File: src/verilog/gamma_ref_consts.vh
// Purpose: shared constants for the gamma reference two-wire slave
// Assumes: 20 MHz system clock
// Notes: definitions only
`ifndef GAMMA_REF_CONSTS_VH
`define GAMMA_REF_CONSTS_VH
`define DEV_ADDR_HI 6'h3A
`define GEN_CALL_ADDR 7'h00
`define GEN_CALL_RESET 8'h06
`define HS_CODE_HI 5'h01
`define NUM_CHANNELS 20
`define CODE_WIDTH 10
`define CODE_RESET 10'h200
`define CHAN_LAST 5'h13
`define CMD_PREFIX 3'h0
`endif

File: src/verilog/pin_sync.v
// Purpose: two-flop synchroniser for one asynchronous input
// Assumes: input comes from outside the clk domain
// Notes: first stage is read only by the second stage
`timescale 1ns/1ps
module pin_sync (
    clk,
    rst_b,
    async_in,
    sync_out
);
    parameter RESET_VAL = 1'b1;
    input wire clk;
    input wire rst_b;
    input wire async_in;
    output reg sync_out;
    reg meta_q;

    // two stages to settle metastability
    always @(posedge clk) begin
        if (!rst_b) begin
            meta_q <= RESET_VAL;
            sync_out <= RESET_VAL;
        end else begin
            meta_q <= async_in;
            sync_out <= meta_q;
        end
    end
endmodule

File: src/verilog/gamma_ref_two_wire_slave.v
// Purpose: two-wire slave front end, 20 channels of double-registered codes
// Assumes: clk 20 MHz, bus clock at most 3.4 MHz, oversampled after sync
// Notes: write path only; reads are not acknowledged beyond the address
`timescale 1ns/1ps
`include "gamma_ref_consts.vh"

module gamma_ref_two_wire_slave (
    clk,
    rst_b,
    scl_in,
    sda_in,
    sda_out,
    sda_oe,
    address_select_pin,
    output_latch_pin,
    chan_out,
    hs_mode,
    gen_reset_pulse
);
    parameter NCH = `NUM_CHANNELS;
    parameter CW = `CODE_WIDTH;
    input wire clk;
    input wire rst_b;
    input wire scl_in;
    input wire sda_in;
    output wire sda_out;
    output wire sda_oe;
    input wire address_select_pin;
    input wire output_latch_pin;
    output wire [NCH*CW-1:0] chan_out;
    output reg hs_mode;
    output reg gen_reset_pulse;

    // bus idle, waiting for a start condition
    localparam ST_IDLE = 3'h0;
    // shifting the slave address byte
    localparam ST_ADDR = 3'h1;
    // own address seen, waiting for the channel select byte
    localparam ST_CMD = 3'h2;
    // waiting for the upper code bits of the selected channel
    localparam ST_MSB = 3'h3;
    // waiting for the lower code bits of the selected channel
    localparam ST_LSB = 3'h4;
    // general call address seen, waiting for its command byte
    localparam ST_GC = 3'h5;
    // transfer refused or not ours: ignore bits until start or stop
    localparam ST_SKIP = 3'h6;
    // reset byte accepted, reset fires when its acknowledge ends
    localparam ST_GCOK = 3'h7;

    wire scl_s;
    wire sda_s;
    wire lat_s;
    reg scl_q, sda_q, lat_q;
    reg [2:0] state_q;
    reg [3:0] bit_q;
    reg [7:0] shift_q;
    reg ack_q;
    reg [4:0] chan_q;
    reg [1:0] msb_q;
    reg [CW-1:0] store_q [0:NCH-1];
    reg [CW-1:0] out_q [0:NCH-1];
    reg wr_pulse_q;
    reg soft_rst_q;
    integer i;

    // bus pins and latch pin cross into clk domain
    pin_sync #(.RESET_VAL(1'b1)) u_scl (
        .clk(clk),
        .rst_b(rst_b),
        .async_in(scl_in),
        .sync_out(scl_s)
    );
    pin_sync #(.RESET_VAL(1'b1)) u_sda (
        .clk(clk),
        .rst_b(rst_b),
        .async_in(sda_in),
        .sync_out(sda_s)
    );
    pin_sync #(.RESET_VAL(1'b0)) u_lat (
        .clk(clk),
        .rst_b(rst_b),
        .async_in(output_latch_pin),
        .sync_out(lat_s)
    );

    // edge and condition detection on synchronised copies
    // both lines pass the same synchroniser depth, so their relative
    // order is kept and a start or stop cannot be mistaken for a data bit
    wire scl_rise = scl_s & ~scl_q;
    wire scl_fall = ~scl_s & scl_q;
    wire start_c = scl_s & scl_q & sda_q & ~sda_s;
    wire stop_c = scl_s & scl_q & ~sda_q & sda_s;
    wire lat_fall = lat_q & ~lat_s;

    // open drain: enable only pulls low, output value is constant zero
    // the high level always comes from the bus pull-up, never from us
    assign sda_out = 1'b0;
    assign sda_oe = ack_q;

    function is_own;
        input [6:0] a;
        input sel;
        begin
            is_own = (a == {`DEV_ADDR_HI, sel});
        end
    endfunction

    function is_hs_code;
        input [7:0] b;
        begin
            is_hs_code = (b[7:3] == `HS_CODE_HI);
        end
    endfunction

    // previous samples for edge detection
    // reset values match the idle bus level so no false edge follows reset
    always @(posedge clk) begin
        if (!rst_b) begin
            scl_q <= 1'b1;
            sda_q <= 1'b1;
            lat_q <= 1'b0;
        end else begin
            scl_q <= scl_s;
            sda_q <= sda_s;
            lat_q <= lat_s;
        end
    end

    // protocol engine: bits 0..7 data, bit 8 acknowledge slot
    // bit_q counts clock falls inside a byte; data is taken on the rise and
    // decoded on the eighth fall, the acknowledge is released on the ninth
    // a refused byte moves to the skip state, which only start or stop leave
    always @(posedge clk) begin
        if (!rst_b || soft_rst_q) begin
            state_q <= ST_IDLE;
            bit_q <= 4'h0;
            shift_q <= 8'h00;
            ack_q <= 1'b0;
            chan_q <= 5'h00;
            msb_q <= 2'h0;
            wr_pulse_q <= 1'b0;
            gen_reset_pulse <= 1'b0;
            hs_mode <= 1'b0;
        end else begin
            wr_pulse_q <= 1'b0;
            gen_reset_pulse <= 1'b0;
            if (stop_c) begin
                state_q <= ST_IDLE;
                ack_q <= 1'b0;
                hs_mode <= 1'b0;
            end else if (start_c) begin
                // repeated start keeps hs_mode; partial writes are dropped
                state_q <= ST_ADDR;
                // the clock fall that closes the start wraps this to zero,
                // so it is not counted as a data bit
                bit_q <= 4'hF;
                ack_q <= 1'b0;
            end else if (state_q != ST_IDLE && scl_rise && bit_q < 4'h8) begin
                shift_q <= {shift_q[6:0], sda_s};
            end else if (state_q != ST_IDLE && scl_fall) begin
                if (bit_q == 4'h8) begin
                    // end of acknowledge slot; an accepted reset fires only now
                    // so that the acknowledge of the reset byte is not cut short
                    ack_q <= 1'b0;
                    bit_q <= 4'h0;
                    if (state_q == ST_GCOK) begin
                        gen_reset_pulse <= 1'b1;
                        state_q <= ST_SKIP;
                    end
                end else if (bit_q == 4'h7) begin
                    bit_q <= 4'h8;
                    case (state_q)
                        ST_ADDR: begin
                            if (is_own(shift_q[7:1], address_select_pin) && !shift_q[0]) begin
                                ack_q <= 1'b1;
                                state_q <= ST_CMD;
                            end else if (is_own(shift_q[7:1], address_select_pin)) begin
                                ack_q <= 1'b1; // read: acked, no data
                                state_q <= ST_SKIP;
                            end else if (shift_q == {`GEN_CALL_ADDR, 1'b0}) begin
                                ack_q <= 1'b1;
                                state_q <= ST_GC;
                            end else if (is_hs_code(shift_q)) begin
                                hs_mode <= 1'b1; // no ack
                                state_q <= ST_SKIP;
                            end else begin
                                state_q <= ST_SKIP;
                            end
                        end
                        ST_GC: begin
                            if (shift_q == `GEN_CALL_RESET) begin
                                ack_q <= 1'b1;
                                state_q <= ST_GCOK;
                            end else begin
                                state_q <= ST_SKIP; // other bytes refused
                            end
                        end
                        ST_CMD: begin
                            if (shift_q[7:5] == `CMD_PREFIX && shift_q[4:0] <= `CHAN_LAST) begin
                                ack_q <= 1'b1;
                                chan_q <= shift_q[4:0];
                                state_q <= ST_MSB;
                            end else begin
                                state_q <= ST_SKIP;
                            end
                        end
                        ST_MSB: begin
                            ack_q <= 1'b1;
                            msb_q <= shift_q[1:0];
                            state_q <= ST_LSB;
                        end
                        ST_LSB: begin
                            // register written only after second byte
                            ack_q <= 1'b1;
                            wr_pulse_q <= 1'b1;
                            state_q <= ST_MSB;
                        end
                        ST_SKIP: state_q <= ST_SKIP;
                        default: state_q <= ST_IDLE;
                    endcase
                end else begin
                    bit_q <= bit_q + 4'h1;
                end
            end
            // auto increment after a completed channel write
            if (wr_pulse_q) begin
                chan_q <= (chan_q == `CHAN_LAST) ? 5'h00 : chan_q + 5'h01;
            end
        end
    end

    // general call reset applied one cycle later to the protocol engine and both register stages, not the synchronisers or edge samples
    // registered so the reset net never carries a combinational glitch
    always @(posedge clk) begin
        if (!rst_b) begin
            soft_rst_q <= 1'b0;
        end else begin
            soft_rst_q <= gen_reset_pulse;
        end
    end

    // double register per channel
    // the latch fall wins over a same-cycle write to the output stage,
    // so that write is lost from the output: the storage stage only takes it in that same cycle
    always @(posedge clk) begin
        if (!rst_b || soft_rst_q) begin
            for (i = 0; i < NCH; i = i + 1) begin
                store_q[i] <= `CODE_RESET;
                out_q[i] <= `CODE_RESET;
            end
        end else begin
            if (wr_pulse_q) begin
                store_q[chan_q] <= {msb_q, shift_q};
                if (!lat_s) begin
                    out_q[chan_q] <= {msb_q, shift_q};
                end
            end
            if (lat_fall) begin
                // all channels switch in one edge
                for (i = 0; i < NCH; i = i + 1) begin
                    out_q[i] <= store_q[i];
                end
            end
        end
    end

    // flatten output stage, channel 0 in low bits
    genvar g;
    generate
        for (g = 0; g < NCH; g = g + 1) begin : g_out
            assign chan_out[g*CW +: CW] = out_q[g];
        end
    endgenerate
endmodule

File: config.mk
export PLATFORM = sky130hd
export DESIGN_NAME = gamma_ref_two_wire_slave
export DESIGN_NICKNAME = d
export VERILOG_FILES = /design/src/verilog/pin_sync.v /design/src/verilog/gamma_ref_two_wire_slave.v
export VERILOG_INCLUDE_DIRS = /design/src /design/src/verilog
export SDC_FILE = /design/constraint.sdc
export NUM_CORES = 1
export LEC_CHECK = 0
export BUFFER_PORTS_ARGS = -buffer_cell sky130_fd_sc_hd__buf_2
export CORE_ASPECT_RATIO = 1.25
export CORE_MARGIN = 1
export CORE_UTILIZATION = 58
export DETAILED_ROUTE_END_ITERATION = 7
export GPL_ROUTABILITY_DRIVEN = 1
export PLACE_DENSITY = 0.79
export SKIP_CTS_REPAIR_TIMING = 1
export SLEW_MARGIN = 20
export SYNTH_ARGS = -nofsm -noshare
export SYNTH_HDL_FRONTEND = slang
export SYNTH_SLANG_ARGS = --single-unit
File: constraint.sdc
create_clock -name clk -period 3.4 [get_ports clk]
set_clock_uncertainty 0.15 [all_clocks]
set_input_delay 0.34 -clock clk [delete_from_list [all_inputs] [get_ports clk]]
set_output_delay 0.34 -clock clk [all_outputs]
set_load 0.01 [all_outputs]
==> results of run 1 <==
synthesized netlist by cell type (3+ instances only):
cell,number
edfxtp_1,400
nand2_1,220
and2_1,194
o21ai_0,190
clkbuf_1,99
nor2_1,64
a22o_1,36
dfxtp_1,36
a21oi_1,25
nand3_1,17
nor3_1,17
nand2b_1,15
inv_1,10
mux2i_1,10
buf_2,9
nor2b_1,8
ha_1,7
a31oi_1,5
or3_1,4
and3_1,3
nand4_1,3
nor3b_1,3
nor4_1,3
o311a_1,3
o31ai_1,3
o32a_1,3
cell families (layout without fill, tap and decap cells):
| logic type | after synthesis | in the layout | synth area share |
|---|---|---|---|
| other | 1 | 1 | 0.000209 |
| flip-flops | 436 | 436 | 0.710 |
| XOR/XNOR | 1 | 1 | 0.000489 |
| adder cells (fa/ha/maj) | 7 | 7 | 0.00489 |
| AO/OA/AOI/OAI | 287 | 287 | 0.0938 |
| multiplexers | 11 | 11 | 0.00621 |
| buffers and inverters | 120 | 369 | 0.0260 |
| AND/OR/NAND/NOR | 566 | 566 | 0.158 |
sequential cells by signal, indices dropped and copies added, names as in the netlist, 2 cells and up:
signal	cells
msb_q	2
chan_q	5
out_q	200
store_q	200
bit_q	4
shift_q	8
state_q	3
layout by cell type, fill, tap and decap left out, types with 15 or more instances in the layout:
master / synthesis / layout
edfxtp_1: 400 / 400
nand2_1: 220 / 220
buf_2: 9 / 208
and2_1: 194 / 193
o21ai_0: 190 / 183
buf_4: 1 / 73
nor2_1: 64 / 64
clkbuf_16: 0 / 41
a22o_1: 36 / 36
dfxtp_1: 36 / 36
a21oi_1: 25 / 25
nand3_1: 17 / 17
nor3_1: 17 / 17
nand2b_1: 15 / 15
worst register-to-register path, stage by stage, from the launching register on:
cell and delay (ns):
dfxtp_1 0.36, ha_1 0.34, and3_1 0.24, ha_1 0.17, or3_1 0.31, or4_1 0.47
o22ai_2 0.38, a22oi_1 0.13
layout make-up:
type                       count  area (um^2)
sequential                   436        12700
tap                          401          502
clock buffer                  56         1100
timing repair buffer         288         1670
inverter                      10         37.5
multi-input combinational    873         4740
clock inverter                15          174
fill                        2079         9340
layer usage:
layer | global-route usage | vias up | routed length, um
met3 | 0.0419 | 145 | 4100
met5 | 0 | - | 0
met4 | 0.159 | 0 | 2430
met2 | 0.507 | 693 | 23300
met1 | 0.352 | 5920 | 16000
li1 | - | 5524 | -
through the flow:
| stage | area (um^2) | worst slack (ns) |
|---|---|---|
| floorplan | 17900 | 0.803 |
| global placement | 19600 | 0.568 |
| detailed placement | 19600 | 0.567 |
| CTS | 20900 | 0.521 |
| global route | 21000 | 0.496 |
| finish | 21000 | 0.552 |
worst max-delay path by stage:
stage               depth (start not counted)  startpoint  slack, ns             to
floorplan                                   9   chan_q[3]       0.80   out_q[15][0]
global placement                            5   chan_q[0]       0.57    out_q[2][8]
detailed placement                          4   chan_q[0]       0.57  store_q[7][8]
CTS                                         4   chan_q[0]       0.52  store_q[7][8]
global route                                6   chan_q[0]       0.50   out_q[15][9]
finish                                      7   chan_q[0]       0.55   out_q[15][9]
report_power, final:
part           switching [mW]  internal, mW
combinational           0.302         0.156
clock                    1.84          2.57
sequential             0.0748          6.02
==> flow_metrics.env, run 1 <==
export IMPL_hold_class="input port to flop"
export IMPL_drt_first_iter_violations=1425
export IMPL_io_buffers=208
export IMPL_period_needed_ns=2.85
export IMPL_grt_max_degree=73
export IMPL_die_area_um2=31600
export IMPL_cts_made_buffers=40
export IMPL_ir_worst_vdd_v=0.000410
export IMPL_tightest_slew_ns=0.976
export IMPL_synth_top_cell_area_share=0.670
export IMPL_vias_per_cell=5.91
export IMPL_groute_usage_overall=0.291
export IMPL_p_leak_nw=7.75
export IMPL_final_hold_viol_count=0
export IMPL_rsz0062_at_grt="false"
export IMPL_crit_path_end_kind="flop"
export IMPL_initial_core_util=0.592
export IMPL_async_flop_share=0
export IMPL_setup_violations=0
export IMPL_die_w_um=159
export IMPL_worst_path_buf_inv=0
export IMPL_clock_latency_ns=0.53
export IMPL_p_total_mw=11.0
export IMPL_first_pass_iters=6
export IMPL_reg2reg_from="chan_q[0]"
export IMPL_yosysUniqueCellTypes=57
export IMPL_avgSynthCellArea_um2=12.5
export IMPL_maxCapViolations=0
export IMPL_finalNonFillerCells=2079
export IMPL_setup_tns_final_ns=0
export IMPL_diodes=0
export IMPL_vias=12300
export IMPL_grt_pass1_wl_um=68500
export IMPL_post_drt_wl_per_cell_um=22.1
export IMPL_reg2reg_depth=7
export IMPL_synth_seq_area_share=0.710
export IMPL_status="finished, final reports clean"
export IMPL_die_h_um=199
export IMPL_hold_start="address_select_pin"
export IMPL_fin_util=0.692
export IMPL_slew_violations=0
export IMPL_start_kind="flop"
export IMPL_gp_routability_congestion=0.873
export IMPL_core_um2=30300
export IMPL_synth_area_leader_cell="edfxtp_1"
export IMPL_clkTransAtPathRegs_ns=0.06
export IMPL_synth_nets=1442
export IMPL_r2r_end="out_q[15][9]"
export IMPL_cpMaxStageDelayCell="or4_1"
export IMPL_cp_top_family="simple AND/OR/NAND/NOR gates"
export IMPL_yosysWarnings=0
export IMPL_drive_above_1_share=0.207
export IMPL_synthCells=1429
export IMPL_synthTopCellsByArea="edfxtp_1 67%, and2_1 6.8%, o21ai_0 5.3%"
export IMPL_crit_top_cell="ha_1"
export IMPL_placed_cells=2001
export IMPL_relSlewSlack=0.347
export IMPL_critPathRequiredTime_ns=3.49
export IMPL_core_rowCount=71
export IMPL_period_share=0.838
export IMPL_fmax_mhz=351
export IMPL_dp_hpwl_um=30000
export IMPL_whs_path_depth=5
export IMPL_clock_path_buffers=3
export IMPL_cts_tree="done"
export IMPL_min_to="sda_oe"
export IMPL_root_buffer="clkbuf_16"
export IMPL_first_global_vias=11700
export IMPL_synth_seq_cells=436
export IMPL_routed_wl_um=45900
export IMPL_drc=0
export IMPL_arrival_ns=2.94
export IMPL_cp_cell_sequence="ha_1, and3_1, ha_1, or3_1, or4_1, o22ai_2, a22oi_1"
export IMPL_path_max_fanout=10
export IMPL_clkSinkCount=436
export IMPL_ios=210
export IMPL_ant_nets=0
export IMPL_synth_edff_count=400
export IMPL_critPathKind="flop to flop"
export IMPL_h_tree_depth=2
export IMPL_final_nets=1662
export IMPL_hold_ws_ns=0.243
export IMPL_antenna_found_initial=2
export IMPL_synth_main_ff_cell="edfxtp_1"
export IMPL_syn_to_final_growth_pct=16.9
export IMPL_r2r_slack_ns=0.55
export IMPL_syn_cell_area_um2=17900
export IMPL_p_per_area_nw_per_um2=523
export IMPL_max_stage_delay_ns=0.47
export IMPL_grt_ovfl_total=0
(Power assumes the default switching activity.)
==> run 2, diff against run 1 <==
--- a/config.mk
+++ b/config.mk
@@ -9,10 +9,10 @@
 export BUFFER_PORTS_ARGS = -buffer_cell sky130_fd_sc_hd__buf_2
 export CORE_ASPECT_RATIO = 1.25
 export CORE_MARGIN = 1
-export CORE_UTILIZATION = 58
+export CORE_UTILIZATION = 53
 export DETAILED_ROUTE_END_ITERATION = 7
 export GPL_ROUTABILITY_DRIVEN = 1
-export PLACE_DENSITY = 0.79
+export PLACE_DENSITY = 0.76
 export SKIP_CTS_REPAIR_TIMING = 1
 export SLEW_MARGIN = 20
 export SYNTH_ARGS = -nofsm -noshare
==> constraint.sdc (replaced) <==
create_clock -name clk -period 2.47 [get_ports clk]
set_clock_uncertainty 0.15 [all_clocks]
set_input_delay 0.247 -clock clk [delete_from_list [all_inputs] [get_ports clk]]
set_output_delay 0.247 -clock clk [all_outputs]
set_load 0.01 [all_outputs]
==> flow_metrics.env, run 2 (synthesis gave the netlist of run 1 again) <==
export IMPL_hold_class="input port to flop"
export IMPL_final_nets=1710
export IMPL_critPathKind="flop to flop"
export IMPL_core_rowCount=74
export IMPL_die_w_um=166
export IMPL_mostFrequentLayoutCells="400 x edfxtp_1, 220 x nand2_1, 208 x buf_2, 193 x and2_1, 189 x o21ai_0"
export IMPL_crit_path_end_kind="flop"
export IMPL_initial_core_util=0.544
export IMPL_vias_per_cell=5.79
export IMPL_die_h_um=208
export IMPL_critPathRequiredTime_ns=2.61
export IMPL_io_buffers=208
export IMPL_rsz0062_at_grt="true"
export IMPL_cp_cell_sequence="ha_4, and3_4, ha_4, or3_1, or4_4, nor2_4, nor2_4, a22o_1"
export IMPL_slew_violations=0
export IMPL_layout_commonest_cell="edfxtp_1"
export IMPL_vias=12400
export IMPL_grt_max_degree=93
export IMPL_first_pass_iters=8
export IMPL_root_buffer="clkbuf_16"
export IMPL_clock_latency_ns=0.54
export IMPL_clkSinkCount=436
export IMPL_max_stage_delay_ns=0.46
export IMPL_clock_path_buffers=3
export IMPL_dp_hpwl_um=30400
export IMPL_routed_wl_um=46400
export IMPL_tightest_slew_ns=0.778
export IMPL_finalNonFillerCells=2144
export IMPL_pre_cts_slack_ns=-0.00895
export IMPL_core_um2=33000
export IMPL_clkTransAtPathRegs_ns=0.06
export IMPL_drive_above_1_share=0.235
export IMPL_groute_usage_overall=0.264
export IMPL_cpMaxStageDelayCell="or4_4"
export IMPL_ant_nets=0
export IMPL_path_max_fanout=5
export IMPL_maxCapViolations=0
export IMPL_grt_ovfl_total=0
export IMPL_drc=15
export IMPL_ios=210
export IMPL_die_area_um2=34600
export IMPL_hold_ws_ns=0.182
export IMPL_start_kind="flop"
export IMPL_p_leak_nw=7.98
export IMPL_drt_first_iter_violations=1617
export IMPL_final_hold_viol_count=0
export IMPL_period_share=1.02
export IMPL_fin_area_um2=21400
export IMPL_violations="DRC, setup timing"
export IMPL_h_tree_depth=2
export IMPL_cp_top_family="simple AND/OR/NAND/NOR gates"
export IMPL_cts_made_buffers=41
export IMPL_cts_tree="done"
export IMPL_antenna_found_initial=0
export IMPL_setup_tns_final_ns=-0.247
export IMPL_setup_ws_ns=-0.0503
export IMPL_worst_path_buf_inv=0
export IMPL_p_per_area_nw_per_um2=699
export IMPL_placed_cells=2063
export IMPL_relSlewSlack=0.478
export IMPL_top_regs="out_q x200, store_q x200, shift_q x8"
export IMPL_fillers=2405
export IMPL_grt_pass1_wl_um=68900
export IMPL_gp_routability_congestion=0.905
export IMPL_syn_to_final_growth_pct=19.6
export IMPL_diodes=0
export IMPL_status="finished, violations left"
export IMPL_setup_violations=9
export IMPL_first_global_vias=12000
export IMPL_arrival_ns=2.66
export IMPL_ir_worst_vdd_v=0.000519
export IMPL_period_needed_ns=2.52
export IMPL_fin_util=0.650
export IMPL_p_total_mw=15.0
export IMPL_post_drt_wl_per_cell_um=21.6
export IMPL_place_area_um2=20000
export IMPL_fmax_mhz=397
## run 2: layer usage
layer	wire length, um	global-route usage	vias to the layer above
met5	0	0	-
met4	1820	0.107	0
met3	4130	0.0439	135
met2	23600	0.468	682
met1	16800	0.322	5971
li1	-	-	5617
## run 2: final cells by class
cell class	instances	area [um^2]	area share
Multi-Input combinational cell	874	4820	0.225
Clock inverter	21	145	0.00677
Timing Repair Buffer	334	2080	0.0969
Clock buffer	51	1110	0.0516
Inverter	10	37.5	0.00175
Sequential cell	436	12700	0.594
Tap cell	418	523	0.0244
## run 2: path summary, 6_finish.rpt
kind | from | to | slack (ns) | depth (start not counted)
max | chan_q[1] | out_q[15][1] | -0.05 | 8
min | address_select_pin | sda_oe | 0.18 | 5
max reg2reg | chan_q[1] | out_q[15][1] | -0.05 | 8
min reg2reg | u_scl.meta_q | u_scl.sync_out | 0.26 | 1
## run 2: where the power goes
part           internal (mW)  leakage [nW]  switching [mW]
logic                  0.226          3.08           0.421
clock network           3.37         0.608            2.59
registers               8.29          4.29          0.0928
## run 2: tightest hold or removal path, stage by stage
cell	delay [ns]
buf_2	0.11
nand2_1	0.07
a21oi_1	0.08
nor3b_1	0.18
o22ai_1	0.12
==> run 3, diff against run 2 <==
==> constraint.sdc (replaced) <==
create_clock -name clk -period 2.1 [get_ports clk]
set_clock_uncertainty 0.15 [all_clocks]
set_input_delay 0.21 -clock clk [delete_from_list [all_inputs] [get_ports clk]]
set_output_delay 0.21 -clock clk [all_outputs]
set_load 0.01 [all_outputs]
==> flow_metrics.env, run 3 (synthesis gave the netlist of run 1 again) <==
export IMPL_ant_nets=0
export IMPL_diodes=0
export IMPL_die_w_um=166
export IMPL_setup_violations=42
export IMPL_routed_wl_um=46000
export IMPL_top_regs="out_q x200, store_q x200, shift_q x8"
export IMPL_critPathRequiredTime_ns=2.22
export IMPL_die_h_um=208
export IMPL_fmax_mhz=397
export IMPL_root_buffer="clkbuf_16"
export IMPL_p_total_mw=17.6
export IMPL_grt_ovfl_total=0
export IMPL_fin_util=0.673
export IMPL_reg2reg_from="chan_q[0]"
export IMPL_initial_core_util=0.544
export IMPL_core_rowCount=74
export IMPL_setup_ws_ns=-0.420
export IMPL_p_per_area_nw_per_um2=795
export IMPL_rsz0062_at_grt="true"
export IMPL_core_um2=33000
export IMPL_grt_max_degree=100
export IMPL_relSlewSlack=0.567
export IMPL_cts_made_buffers=41
export IMPL_clock_path_buffers=3
export IMPL_drive_above_1_share=0.288
export IMPL_period_share=1.20
export IMPL_antenna_found_initial=0
export IMPL_post_drt_wl_per_cell_um=20.8
export IMPL_first_pass_iters=8
export IMPL_h_tree_depth=2
export IMPL_tightest_slew_ns=0.648
export IMPL_status="finished, violations left"
export IMPL_final_hold_viol_count=0
export IMPL_crit_path_end_kind="flop"
export IMPL_period_needed_ns=2.52
export IMPL_cts_tree="done"
export IMPL_clkTransAtPathRegs_ns=0.06
export IMPL_cpMaxStageDelayCell="or4_4"
export IMPL_arrival_ns=2.64
export IMPL_dp_hpwl_um=30300
export IMPL_whs_path_depth=5
export IMPL_hold_class="input port to flop"
export IMPL_grt_pass1_wl_um=68800
export IMPL_maxCapViolations=0
export IMPL_ios=210
export IMPL_syn_to_final_growth_pct=23.8
export IMPL_clock_latency_ns=0.53
export IMPL_cp_top_family="simple AND/OR/NAND/NOR gates"
export IMPL_drc=20
export IMPL_cp_cell_sequence="ha_2, and3_4, ha_4, or3_4, or4_4, nor2_4, nor2_4, a22o_1"
export IMPL_die_area_um2=34600
export IMPL_io_buffers=208
export IMPL_drt_first_iter_violations=1323
export IMPL_vias_per_cell=5.70
export IMPL_r2r_slack_ns=-0.42
export IMPL_pre_cts_slack_ns=-0.417
export IMPL_final_nets=1772
export IMPL_crit_top_cell="nor2_4"
export IMPL_max_stage_delay_ns=0.48
export IMPL_violations="DRC, setup timing"
export IMPL_first_global_vias=12000
export IMPL_min_to="sda_oe"
export IMPL_slew_violations=0
export IMPL_path_max_fanout=10
export IMPL_start_kind="flop"
export IMPL_r2r_end="out_q[15][8]"
export IMPL_groute_usage_overall=0.263
export IMPL_reg2reg_depth=8
export IMPL_vias=12600
export IMPL_mostFrequentLayoutCells="400 x edfxtp_1, 211 x nand2_1, 208 x buf_2, 193 x and2_1, 165 x buf_4"
export IMPL_hold_start="address_select_pin"
export IMPL_p_leak_nw=8.39
export IMPL_critPathKind="flop to flop"
export IMPL_worst_path_buf_inv=0
export IMPL_gp_routability_congestion=0.888
export IMPL_clkSinkCount=436
export IMPL_ir_worst_vdd_v=0.000558
export IMPL_layout_commonest_cell="edfxtp_1"
run 3: worst min-delay path: cells and delay by family:
| kind | cells | cell delay (ns) |
|---|---|---|
| AO/OA/AOI/OAI | 2 | 0.30 |
| buffers and inverters | 1 | 0.09 |
| AND/OR/NAND/NOR | 2 | 0.12 |
run 3: power by group:
| part | internal [mW] | switching, mW |
|---|---|---|
| Combinational | 0.328 | 0.527 |
| Sequential | 9.75 | 0.104 |
| Clock | 3.90 | 3.04 |
| Total | 14.0 | 3.67 |
run 3: per-stage QoR:
stage	area [um^2]	hold slack [ns]	setup TNS, ns	instances
finish	22200	0.0790	-4.86	2208
global route	22200	0.128	-11.28	2208
CTS	21900	-0.307	-7.05	2196
detailed placement	20700	0.248	-6.18	2122
global placement	20700	0.241	-3.49	2122
floorplan	18000	0.161	-5.65	1429
run 3: area by class of cell:
cell class,count,area (um^2)
Fill cell,2283,10800
Tap cell,418,523
Multi-Input combinational cell,873,4990
Sequential cell,436,12700
Clock inverter,15,100
Inverter,10,37.5
Clock buffer,59,1140
Timing Repair Buffer,397,2660
run 3: how the worst max path moves through the flow:
stage                              end       from  cells past startpoint  slack (ns)
after global placement    out_q[15][6]  chan_q[0]                      8       -0.35
final                     out_q[15][8]  chan_q[0]                      8       -0.42
after CTS                 out_q[15][8]  chan_q[0]                      8       -0.44
after detailed placement  out_q[15][8]  chan_q[0]                      8       -0.42
after global routing      out_q[15][8]  chan_q[0]                      8       -0.45
after floorplan           out_q[15][9]  chan_q[3]                      8       -0.36
run 3: per-layer routing:
metal	track usage	wire length (um)
met3	0.0540	3560
met2	0.450	23000
met4	0.133	2280
met1	0.316	17200
met5	0	0
